`src/verilog/ctm_pkg.sv`:
```
// Package: constants, register map and types of the compact timer.
package ctm_pkg;

    // ************************************************************
    // Register map (byte addresses on APB)
    // ************************************************************
    localparam logic [7:0] CTM_ADDR_RUN_CTRL = 8'h00;
    localparam logic [7:0] CTM_ADDR_MODE_CTRL = 8'h04;
    localparam logic [7:0] CTM_ADDR_PERIOD = 8'h08;
    localparam logic [7:0] CTM_ADDR_MATCH_A = 8'h0C;
    localparam logic [7:0] CTM_ADDR_COUNT = 8'h10;
    localparam logic [7:0] CTM_ADDR_FLAGS = 8'h14;

    // ************************************************************
    // Field positions and reset values
    // ************************************************************
    localparam int CTM_RUN_ON_BIT = 3;
    localparam int CTM_RUN_PAUSE_BIT = 7;
    localparam int CTM_FLAG_A_BIT = 0;
    localparam int CTM_FLAG_P_BIT = 1;
    localparam logic [7:0] CTM_RST_MODE_CTRL = 8'h00;
    localparam logic [7:0] CTM_RST_PERIOD = 8'h00;
    localparam logic [15:0] CTM_RST_MATCH_A = 16'h0000;
    localparam logic [1:0] CTM_RST_TICK_SEL = 2'h0;

    // Operating mode codes and pin function codes
    localparam logic [1:0] CTM_MODE_CMP = 2'h0;
    localparam logic [1:0] CTM_MODE_PWM = 2'h2;
    localparam logic [1:0] CTM_MODE_TMR = 2'h3;
    localparam logic [1:0] CTM_PIN_HOLD = 2'h0;
    localparam logic [1:0] CTM_PIN_LOW = 2'h1;
    localparam logic [1:0] CTM_PIN_HIGH = 2'h2;
    localparam logic [1:0] CTM_PIN_TOGGLE = 2'h3;

    // Timer tick divider: log2 step of clk cycles per tick for tick_sel 0..3
    localparam int CTM_TICK_DIV_LOG2_STEP = 2;

    // Mode/output control register layout
    typedef struct packed {
        logic op_mode_sel_hi;
        logic op_mode_sel_lo;
        logic pin_func_sel_hi;
        logic pin_func_sel_lo;
        logic out_init_level;
        logic out_invert;
        logic duty_period_swap;
        logic clear_src_sel;
    } ctm_mode_ctrl_type;

    // Decoded operating mode, one-hot
    typedef enum logic [3:0] {
        CTM_ST_CMP = 4'b0001,
        CTM_ST_PWM = 4'b0010,
        CTM_ST_TMR = 4'b0100,
        CTM_ST_UNDEF = 4'b1000
    } ctm_mode_type;

endpackage

```
`src/verilog/ctm_timer.sv`:
```
// Compact 16-bit timer: mode/period control, comparators, output pin, APB slave.
//
// The APB interface to the registers and the register addresses were decided locally.
`timescale 1ns/1ps
`default_nettype none
// Notes on behaviour
// - Mode field: 00 compare output, 10 PWM, 11 timer/counter, 01 undefined.
// - Timer/counter mode leaves the pin alone; pin, level, invert bits ignored.
// - Compare mode on match A: 00 hold, 01 low, 10 high, 11 toggle.
// - PWM pin function: 00 inactive, 01 active, 10 waveform, 11 undefined.
// - A match requesting the current initial level shows no pin change.
// - Rising counter enable returns the pin to its initial level.
// - Compare mode initial level: 0 low, 1 high.
// - PWM active level: 0 active low, 1 active high.
// - Invert bit 1 inverts the pin, 0 passes it through.
// - Swap 0: period compare sets period, match A duty; 1 swaps them.
// - Clear source 1 clears on match A; 0 on match P or overflow.
// - Overflow clearing only when the period value is zero.
// - PWM ignores clear source; swap bit picks the clearing comparator.
// - Comparator P checks counter bits 15..8; period is 256 times the value.
// - Enable rising edge zeroes the counter; falling edge holds it.
// - Comparator A compares all sixteen counter bits.
// - Outside PWM mode, with clear source high only the match A flag is raised.
module ctm_timer
    import ctm_pkg::*;
#(
    parameter int CNT_W = 16
) (
    // Clock and reset
    input wire logic clk,
    input wire logic rst_b,
    // APB slave
    input wire logic psel,
    input wire logic penable,
    input wire logic pwrite,
    input wire logic [7:0] paddr,
    input wire logic [31:0] pwdata,
    output logic [31:0] prdata,
    output logic pready,
    output logic pslverr,
    // Timer output pin
    output logic timer_out_pin,
    output logic timer_out_oe,
    // Match event flags
    output logic match_a_flag,
    output logic match_p_flag
);

    // ************************************************************
    // Elaboration checks
    // ************************************************************
    if (CNT_W != 16) begin : g_bad_width
        $error("ctm_timer supports only a 16-bit counter");
    end

    // Mode decoding, used by the timer core only; reads return the raw field
    function automatic ctm_mode_type decode_mode(input ctm_mode_ctrl_type c);
        case ({c.op_mode_sel_hi, c.op_mode_sel_lo})
            CTM_MODE_CMP: decode_mode = CTM_ST_CMP;
            CTM_MODE_PWM: decode_mode = CTM_ST_PWM;
            CTM_MODE_TMR: decode_mode = CTM_ST_TMR;
            default: decode_mode = CTM_ST_UNDEF;
        endcase
    endfunction

    // ************************************************************
    // Register file and APB slave
    // ************************************************************
    ctm_mode_ctrl_type mode_ctrl, next_mode_ctrl;
    logic [7:0] period_compare_value, next_period_compare_value;
    logic [15:0] match_a_reg, next_match_a_reg;
    logic counter_on, next_counter_on;
    logic counter_pause, next_counter_pause;
    logic [1:0] tick_sel, next_tick_sel;
    logic [31:0] next_prdata;
    logic next_pready, next_pslverr;
    logic next_match_a_flag, next_match_p_flag;
    logic [15:0] count;
    logic set_a, set_p;
    logic wr_en, rd_addr_ok;

    // Access completes one cycle into the access phase
    assign wr_en = psel && penable && pready && pwrite;

    // Register next values; hardware flag set wins over a write-one clear
    always_comb begin
        next_mode_ctrl = mode_ctrl;
        next_period_compare_value = period_compare_value;
        next_match_a_reg = match_a_reg;
        next_counter_on = counter_on;
        next_counter_pause = counter_pause;
        next_tick_sel = tick_sel;
        next_match_a_flag = match_a_flag;
        next_match_p_flag = match_p_flag;
        next_prdata = 32'h0000_0000;
        next_pready = psel && penable && !pready;
        rd_addr_ok = 1'b1;
        case (paddr)
            CTM_ADDR_RUN_CTRL: next_prdata = {24'h00_0000, counter_pause, 3'h0,
                counter_on, 1'b0, tick_sel};
            CTM_ADDR_MODE_CTRL: next_prdata = {24'h00_0000, mode_ctrl};
            CTM_ADDR_PERIOD: next_prdata = {24'h00_0000, period_compare_value};
            CTM_ADDR_MATCH_A: next_prdata = {16'h0000, match_a_reg};
            CTM_ADDR_COUNT: next_prdata = {16'h0000, count};
            CTM_ADDR_FLAGS: next_prdata = {30'h0000_0000, match_p_flag, match_a_flag};
            default: rd_addr_ok = 1'b0;
        endcase
        next_pslverr = next_pready && !rd_addr_ok;
        if (wr_en) begin
            case (paddr)
                CTM_ADDR_RUN_CTRL: begin
                    next_counter_on = pwdata[CTM_RUN_ON_BIT];
                    next_counter_pause = pwdata[CTM_RUN_PAUSE_BIT];
                    next_tick_sel = pwdata[1:0];
                end
                CTM_ADDR_MODE_CTRL: next_mode_ctrl = pwdata[7:0];
                CTM_ADDR_PERIOD: next_period_compare_value = pwdata[7:0];
                CTM_ADDR_MATCH_A: next_match_a_reg = pwdata[15:0];
                CTM_ADDR_FLAGS: begin
                    if (pwdata[CTM_FLAG_A_BIT]) begin
                        next_match_a_flag = 1'b0;
                    end
                    if (pwdata[CTM_FLAG_P_BIT]) begin
                        next_match_p_flag = 1'b0;
                    end
                end
                default: ;
            endcase
        end
        if (set_a) begin
            next_match_a_flag = 1'b1;
        end
        if (set_p) begin
            next_match_p_flag = 1'b1;
        end
        if (!pready && !next_pready) begin
            next_prdata = prdata;
        end
    end

    // Register stage of the register file
    always_ff @(posedge clk or negedge rst_b) begin
        if (!rst_b) begin
            mode_ctrl <= CTM_RST_MODE_CTRL;
            period_compare_value <= CTM_RST_PERIOD;
            match_a_reg <= CTM_RST_MATCH_A;
            counter_on <= 1'b0;
            counter_pause <= 1'b0;
            tick_sel <= CTM_RST_TICK_SEL;
            match_a_flag <= 1'b0;
            match_p_flag <= 1'b0;
            prdata <= 32'h0000_0000;
            pready <= 1'b0;
            pslverr <= 1'b0;
        end else begin
            mode_ctrl <= next_mode_ctrl;
            period_compare_value <= next_period_compare_value;
            match_a_reg <= next_match_a_reg;
            counter_on <= next_counter_on;
            counter_pause <= next_counter_pause;
            tick_sel <= next_tick_sel;
            match_a_flag <= next_match_a_flag;
            match_p_flag <= next_match_p_flag;
            prdata <= next_prdata;
            pready <= next_pready;
            pslverr <= next_pslverr;
        end
    end

    // ************************************************************
    // Timer core
    // ************************************************************
    ctm_mode_type mode;
    logic [5:0] div_cnt, next_div_cnt;
    logic [15:0] next_count, inc;
    logic on_d, tick, on_rise;
    logic cmp_a, cmp_p, ovf, clr;
    logic [1:0] pin_func;
    logic lvl, next_lvl, next_pin, next_oe;
    logic [16:0] duty, period_full;
    logic pwm_active;

    assign mode = decode_mode(mode_ctrl);
    assign pin_func = {mode_ctrl.pin_func_sel_hi, mode_ctrl.pin_func_sel_lo};
    assign on_rise = counter_on && !on_d;
    assign inc = count + 16'h0001;
    // Tick every 1, 4, 16 or 64 clk cycles; one enable pulse, no second clock
    assign tick = counter_on && !counter_pause && !on_rise
        && ((div_cnt & ((6'h01 << (CTM_TICK_DIV_LOG2_STEP * tick_sel)) - 6'h01)) == 6'h00);
    assign cmp_a = (inc == match_a_reg) && (match_a_reg != 16'h0000);
    assign cmp_p = (inc[15:8] == period_compare_value)
        && (inc[7:0] == 8'h00) && (period_compare_value != 8'h00);
    assign ovf = (inc == 16'h0000) && (period_compare_value == 8'h00);
    // Period and duty in counter ticks, 17 bits so that 65536 fits
    assign period_full = (period_compare_value == 8'h00) ? 17'h1_0000
        : {1'b0, period_compare_value, 8'h00};
    assign duty = mode_ctrl.duty_period_swap ? period_full : {1'b0, match_a_reg};
    assign pwm_active = {1'b0, count} < duty;

    // Clearing comparator selection
    always_comb begin
        if (mode == CTM_ST_PWM) begin
            clr = mode_ctrl.duty_period_swap ? cmp_a : (cmp_p || ovf);
        end else if (mode_ctrl.clear_src_sel) begin
            clr = cmp_a;
        end else begin
            clr = cmp_p || ovf;
        end
        set_a = tick && cmp_a;
        set_p = tick && cmp_p && (mode == CTM_ST_PWM || !mode_ctrl.clear_src_sel);
    end

    // Counter, divider and output level next values
    always_comb begin
        next_count = count;
        next_div_cnt = div_cnt + 6'h01;
        next_lvl = lvl;
        if (on_rise) begin
            next_count = 16'h0000;
            next_div_cnt = 6'h01;
            next_lvl = mode_ctrl.out_init_level;
        end else if (tick) begin
            next_count = clr ? 16'h0000 : inc;
        end
        if (!counter_on) begin
            next_div_cnt = 6'h00; // Counter holds while off
        end
        // Match A drives the pin only in compare mode
        if (mode == CTM_ST_CMP && tick && cmp_a && !on_rise) begin
            case (pin_func)
                CTM_PIN_LOW: next_lvl = 1'b0;
                CTM_PIN_HIGH: next_lvl = 1'b1;
                CTM_PIN_TOGGLE: next_lvl = !lvl;
                default: next_lvl = lvl;
            endcase
        end
        // Pin value and drive per mode
        case (mode)
            CTM_ST_CMP: begin
                next_pin = next_lvl ^ mode_ctrl.out_invert;
                next_oe = 1'b1;
            end
            CTM_ST_PWM: begin
                case (pin_func)
                    2'h0: next_pin = !mode_ctrl.out_init_level;
                    2'h1: next_pin = mode_ctrl.out_init_level;
                    2'h2: next_pin = pwm_active ~^ mode_ctrl.out_init_level;
                    default: next_pin = 1'b0; // Undefined code parks the pin at 0, then the invert bit applies
                endcase
                next_pin = next_pin ^ mode_ctrl.out_invert;
                next_oe = 1'b1;
            end
            default: begin
                next_pin = 1'b0;
                next_oe = 1'b0;
            end
        endcase
    end

    // Timer register stage
    always_ff @(posedge clk or negedge rst_b) begin
        if (!rst_b) begin
            count <= 16'h0000;
            div_cnt <= 6'h00;
            on_d <= 1'b0;
            lvl <= 1'b0;
            timer_out_pin <= 1'b0;
            timer_out_oe <= 1'b0;
        end else begin
            count <= next_count;
            div_cnt <= next_div_cnt;
            on_d <= counter_on;
            lvl <= next_lvl;
            timer_out_pin <= next_pin;
            timer_out_oe <= next_oe;
        end
    end
endmodule
`default_nettype wire
```
`config.mk`:
```
export PLATFORM = sky130hd
export DESIGN_NAME = ctm_timer
export DESIGN_NICKNAME = d
export VERILOG_FILES = /design/src/verilog/ctm_pkg.sv /design/src/verilog/ctm_timer.sv
export SDC_FILE = /design/constraint.sdc
export NUM_CORES = 1
export LEC_CHECK = 0
export ABC_AREA = 0
export BUFFER_PORTS_ARGS = -buffer_cell sky130_fd_sc_hd__clkbuf_2
export CORE_AREA = 2 2 104 106
export CTS_CLUSTER_DIAMETER = 150
export DETAILED_ROUTE_END_ITERATION = 8
export DIE_AREA = 0 0 106 108
export PLACE_DENSITY = 0.81
export SETUP_SLACK_MARGIN = 0.15
export SYNTH_ARGS = -nofsm -noshare
export SYNTH_HDL_FRONTEND = slang
export SYNTH_SLANG_ARGS = --single-unit
```
`constraint.sdc`:
```
create_clock -name clk -period 3.99 [get_ports clk]
set_input_delay 0.399 -clock clk [delete_from_list [all_inputs] [get_ports clk]]
set_output_delay 0.399 -clock clk [all_outputs]
set_load 0.005 [all_outputs]
```
Word-level counts from Yosys, hierarchy flattened --
Index checks and enable logic that the tools add are counted.
Word-level totals: RAM bits 0, memories 0, bits in registers 98, word-level logic and storage cells 130, output and inout bits 38, ROM bits 0, input port bits 45, bits in latches 0
Cells by class: multiplexer cells 28, order comparisons 1, div/mod/pow operators 0, multiply operators 0, add/subtract/negate cells 3, shift-type cells 1, reductions and logical operators 55, bitwise operators 4, equality and inequality tests 14
Operators with widths (count):
- one-hot mux 16 bit (6 select lines) | 1
- 2-to-1 mux 16 bit | 3
- 2-to-1 mux 17 bit | 2
- logical NOT 8 bit | 3
- logical AND 1 bit | 20
- less-than comparator 16 x 17 -> 1 bit | 1
- adder 16 x 1 -> 16 bit, second input constant | 1
- == test 16 bit | 1
- == test 8 x 4 -> 1 bit, second input constant | 2
- == test 8 x 5 -> 1 bit, second input constant | 2
- logical NOT 16 bit | 1
- 2-to-1 mux 1 bit | 16
- nonzero test 16 bit | 1
- nonzero test 2 bit | 7
- 2-to-1 mux 6 bit | 2
- one-hot mux 4 bit (3 select lines) | 1
- logical NOT 1 bit | 9
- == test 2 bit, second input constant | 4
- == test 8 x 3 -> 1 bit, second input constant | 1
- == test 8 bit | 1
- AND reduction 2 bit | 4
- nonzero test 8 bit | 1
- adder 6 x 1 -> 6 bit, second input constant | 1
- bitwise AND 6 bit | 1
- 15 further kinds | 20

Logic depth before layout (Yosys ltp) --
depth in word-level cells 11, mapped depth 13, mapped depth without buffers 11

Worst setup path before layout --
No wires, ideal clock.
kind register to register, start reg count[1], end reg count[0], stages on the path, launching flop included 12, required time 3.865 ns, arrival 3.201 ns, path buffers 2, period minus slack after synthesis 3.326 ns, library setup time 0.125 ns, slack 0.664 ns, path through dfrtp_1 ha_1 clkbuf_1 nand3_1 xnor2_1 a221o_1 or4b_4 or4_4 o31ai_4 nand2_2 buf_6 mux2_2
On the way: longest elaborated chain between the ends 10, elaborated cells on any way between the ends 16
RTL lines:
- start: declaration | RTL line ctm_timer.sv:78 | logic [15:0] count;
- start signal: assignment | RTL line ctm_timer.sv:270 | count <= next_count;
- adder 16 x 1 -> 16 bit * | RTL line ctm_timer.sv:186 | assign inc = count + 16'h0001;
- == test 8 bit or logical NOT 8 bit (tied branches) | RTL line ctm_timer.sv:191, ctm_timer.sv:192
- logical AND 1 bit (2 in a row) | RTL line ctm_timer.sv:192 | && (inc[7:0] == 8'h00) && (period_compare_value != 8'h00);
- logical OR 1 bit | RTL line ctm_timer.sv:203, ctm_timer.sv:207
- 2-to-1 mux 1 bit, on equally long branches | RTL line ctm_timer.sv:204, ctm_timer.sv:203
- 2-to-1 mux 1 bit * | RTL line ctm_timer.sv:202 | if (mode == CTM_ST_PWM) begin
- 2-to-1 mux 16 bit * | RTL line ctm_timer.sv:223 | next_count = clr ? 16'h0000 : inc;
- 2-to-1 mux 16 bit * | RTL line ctm_timer.sv:222 | end else if (tick) begin
- 2-to-1 mux 16 bit * | RTL line ctm_timer.sv:218 | if (on_rise) begin
Mark *: on every way between the ends. The rest lies on a longest branch, timed or not. The select of a mux whose other input is x is not followed. A chain may end at the register's enable or synchronous reset.

Final worst setup path --
start reg count[5], end reg timer_out_pin
On the way: longest elaborated chain between the ends 8, elaborated cells on any way between the ends 13
RTL lines:
- adder 16 x 1 -> 16 bit | RTL line ctm_timer.sv:186
- == test 16 bit | RTL line ctm_timer.sv:190 | assign cmp_a = (inc == match_a_reg) && (match_a_reg != 16'h0000);
- logical AND 1 bit | RTL line ctm_timer.sv:190
- logical AND 1 bit (2 in a row) | RTL line ctm_timer.sv:229 | if (mode == CTM_ST_CMP && tick && cmp_a && !on_rise) begin
- 2-to-1 mux 1 bit | RTL line ctm_timer.sv:229
- XOR 1 bit | RTL line ctm_timer.sv:240 | next_pin = next_lvl ^ mode_ctrl.out_invert;
- one-hot mux 1 bit (2 select lines) * | RTL line ctm_timer.sv:238 | case (mode)
- net next_pin | RTL line ctm_timer.sv:179 | logic lvl, next_lvl, next_pin, next_oe;
- end signal: assignment | RTL line ctm_timer.sv:274 | timer_out_pin <= next_pin;
- end: declaration | RTL line ctm_timer.sv:42 | output logic timer_out_pin,
The timed path passes the listed nets; every way through them passes the cells marked *. The select of a mux whose other input is x is not followed.

==> key figures <==
Floorplanning
  – Die W: 106 um
  – DIE AREA: approximately 0.011 mm^2
  – Initial Util: a little over half
  – I/O Pins: between 80 and 90
  – Core Rows: 37
  – Die Y: 108 um
  – Core Area: just over 0.01 mm^2

STA
  – Count of pins over their slew limit: 0
  – Worst slew margin: 28.9%
  – Setup tns final: 0 ps
  – Final hold violation count: 0
  – Skew final: 12.6 ps
  – Tightest Pin Transition: between 1000 and 1500 ps
  – Hold_ws: ~190 ps
  – Crit share post-route: between 90% and 100%
  – Final setup fails: 0
  – Max Clk Rate: roughly 270 MHz
  – RSZ-0062 raised after global routing: no
  – Final min period: around 3700 ps

Detailed routing
  – Post-Route WL: between 15000 and 20000 um
  – Top Metal Used: met4
  – Metal1 wirelength: ~6600 um
  – Via Count: roughly 5.1k
  – # DRC: 0
  – DR WL met2: roughly 7700 um
  – Pre-antenna DRT Iters: 6
  – Initial DRC count: about 480
  – Avg Vias per Cell: between 6 and 7
  – Final ANT Viol Nets: 0
  – DR WL/cell: between 20 and 25 um
  – Routed wl met3: between 1000 and 1500 um

GRT
  – GR Overflow Total: 0
  – Initial antenna violation count: 0
  – All-Layer GR Usage: a little under a third
  – First-pass GRT wire length: 26200 um
  – Vias in the first global route: around 5k
  – Largest net degree at the start of global routing: 83

CTS
  – Max clock buf depth: 2
  – Number of post-CTS setup repair buffers: 0
  – Skew-Pair Late Insertion Delay: roughly 380 ps
  – # clock sinks: 82
  – Number of CTS-inserted buffers: 9
  – Clock root buffer: clkbuf_8
  – CTS H-tree depth: 3
  – CTS tree: built
  – Clock slew at reported path FFs: 100 ps

Logic synthesis
  – EDFF count, synth: 0
  – Avg Inst Size Synth: about 9.5 um^2
  – Sequential area share after synthesis: a little under two fifths
  – Async SR Flop Fraction: 100%
  – Post-Syn Instances: approximately 590
  – Top FF cell, synth: dfrtp_1
  – #FFs+latches synth: 82
  – Synthesized area: ~0.0056 mm^2
  – Yosys warning count: 0
  – Synth unique cells: 67

Layout
  – Antenna Cells: 0
  – # nets final: about 700
  – Layout cells sized above 1: 21.7%
  – Most common cell after layout, fill and taps aside: dfrtp_1
  – Non-Filler Instances: 780
  – Area delta synth->final: 10.2%
  – Finished Core Util: between 60% and 70%
  – Most frequent cells in the layout: 82 x dfrtp_1, 57 x nand2_1, 49 x clkbuf_2, 39 x o21ai_0, 33 x mux2_2

Setup path
  – Crit-path cells: nand2_1 > or3_4 > a221o_1 > or4b_4 > or4_4 > o31ai_1 > a21oi_1 > a21oi_1 > mux2_2
  – Crit path capture type: flop
  – Critical path data arrival time: approximately 4000 ps
  – CP max FO: 14
  – Worst path required time: between 4000 and 5000 ps
  – Setup crit start kind: flop
  – Worst path slowest cell: dfrtp_1
  – Most common cell on crit path: a21oi_1
  – Kind of critical path: reg2reg
  – Max incr delay on CP: about 650 ps

Job
  – Max cap viols: 0

Place
  – Dpl cells: about 760
  – PortBufs: 50
  – Placer Congestion: just over 1
  – HPWL Detailed: around 12000 um

Power and ir drop
  – Peak VDD IR: 0.000191 V
  – Leakage Power: between 2 and 3 nW
  – PwrDens: roughly 240 mW/mm^2

Worst hold path
  – Hold crit path type: in2async

Outcome
  – Status: completed
[where the power goes]
part           internal [mW]  switching (mW)
logic                 0.0241          0.0500
registers              0.836         0.00553
clock network          0.236           0.357
total                   1.10           0.412
[area by class of cell]
class	count	area, um^2
Fill cell	872	4070
Multi-Input combinational cell	461	3280
Sequential cell	82	2050
Timing Repair Buffer	73	438
Tap cell	136	170
Clock buffer	9	124
Clock inverter	7	57.6
Inverter	12	45.0
[routing by layer]
layer  GRT usage [%]  up-vias
met5               0        -
li1                -     2247
met3            5.30       75
met1            38.4     2430
met2            48.8      299
met4            16.7        0
[cells in the mapped netlist (all sizes together) (3+ instances only)]
master	number	area share [%]
dfrtp	82	37
nand2	58	3.9
o21ai	39	3.5
buf	34	4.1
mux2	33	6.6
a21oi	32	2.9
nor2	31	2.1
ha	19	4.3
nand3	18	1.9
clkbuf	15	1.0
nand4	15	1.8
a31oi	13	1.5
nand2b	13	1.5
nor4	13	1.8
inv	12	0.81
xnor2	12	1.9
a22oi	11	1.5
nor3	11	0.98
xor2	11	1.7
nor2b	10	1.1
mux2i	9	1.6
a21o	7	0.94
xnor3	7	2.8
a22o	6	0.94
or2b	6	0.81
or4	6	0.87
a211o	5	0.78
a21boi	5	0.67
and3	5	0.56
a222oi	4	0.72
and2	4	0.45
o31ai	4	0.78
and4	3	0.47
nor3b	3	0.40
or2	3	0.34
or3	3	0.43
[metrics by stage]
step / instance area [um^2] / total power, mW / setup WS [ps]
global route: 6160 / 1.56 / 210
detailed placement: 5980 / 0.932 / 334
CTS: 6160 / 1.52 / 306
global placement: 5980 / 0.929 / 409
floorplan: 5650 / 0.896 / 664
finish: 6160 / 1.51 / 305
[critical path, delay by kind of cell (launching register included)]
family             cells  cell delay (ps)
muxes                  1              350
DFF                    1              650
and+or+nand+nor        4             1730
AOI/OAI and AO/OA      4              830
[timing repair]
| item | 4_1_cts | 5_1_grt |
|---|---|---|
| hold buffers | 0 | 0 |
| resized for setup | 0 | 1 |
| endpoints found under the setup margin | 0 | 12 |
[cells by family after synthesis]
kind of cell | after synthesis | share of synthesized area [%]
compound gates | 143 | 16.7
xor+xnor | 31 | 6.85
fa+ha+maj | 19 | 4.25
buf+inv | 61 | 5.91
flops | 82 | 36.7
mux | 44 | 9.06
other cells | 1 | 0.0671
simple gates | 208 | 20.5
[path summary, 6_finish.rpt]
path / from / endpoint / slack (ps) / cells past startpoint
min: rst_b / tick_sel[0] / 190 / 1
max in group asynchronous: rst_b / match_a_reg[9] / 3090 / 1
min in group clk: pwdata[1] / period_compare_value[1] / 250 / 3
max reg2reg: count[5] / timer_out_pin / 300 / 9
min reg2reg: prdata[12] / prdata[12] / 490 / 2
max: count[5] / timer_out_pin / 300 / 9
Power figures use the tool's default switching activity.
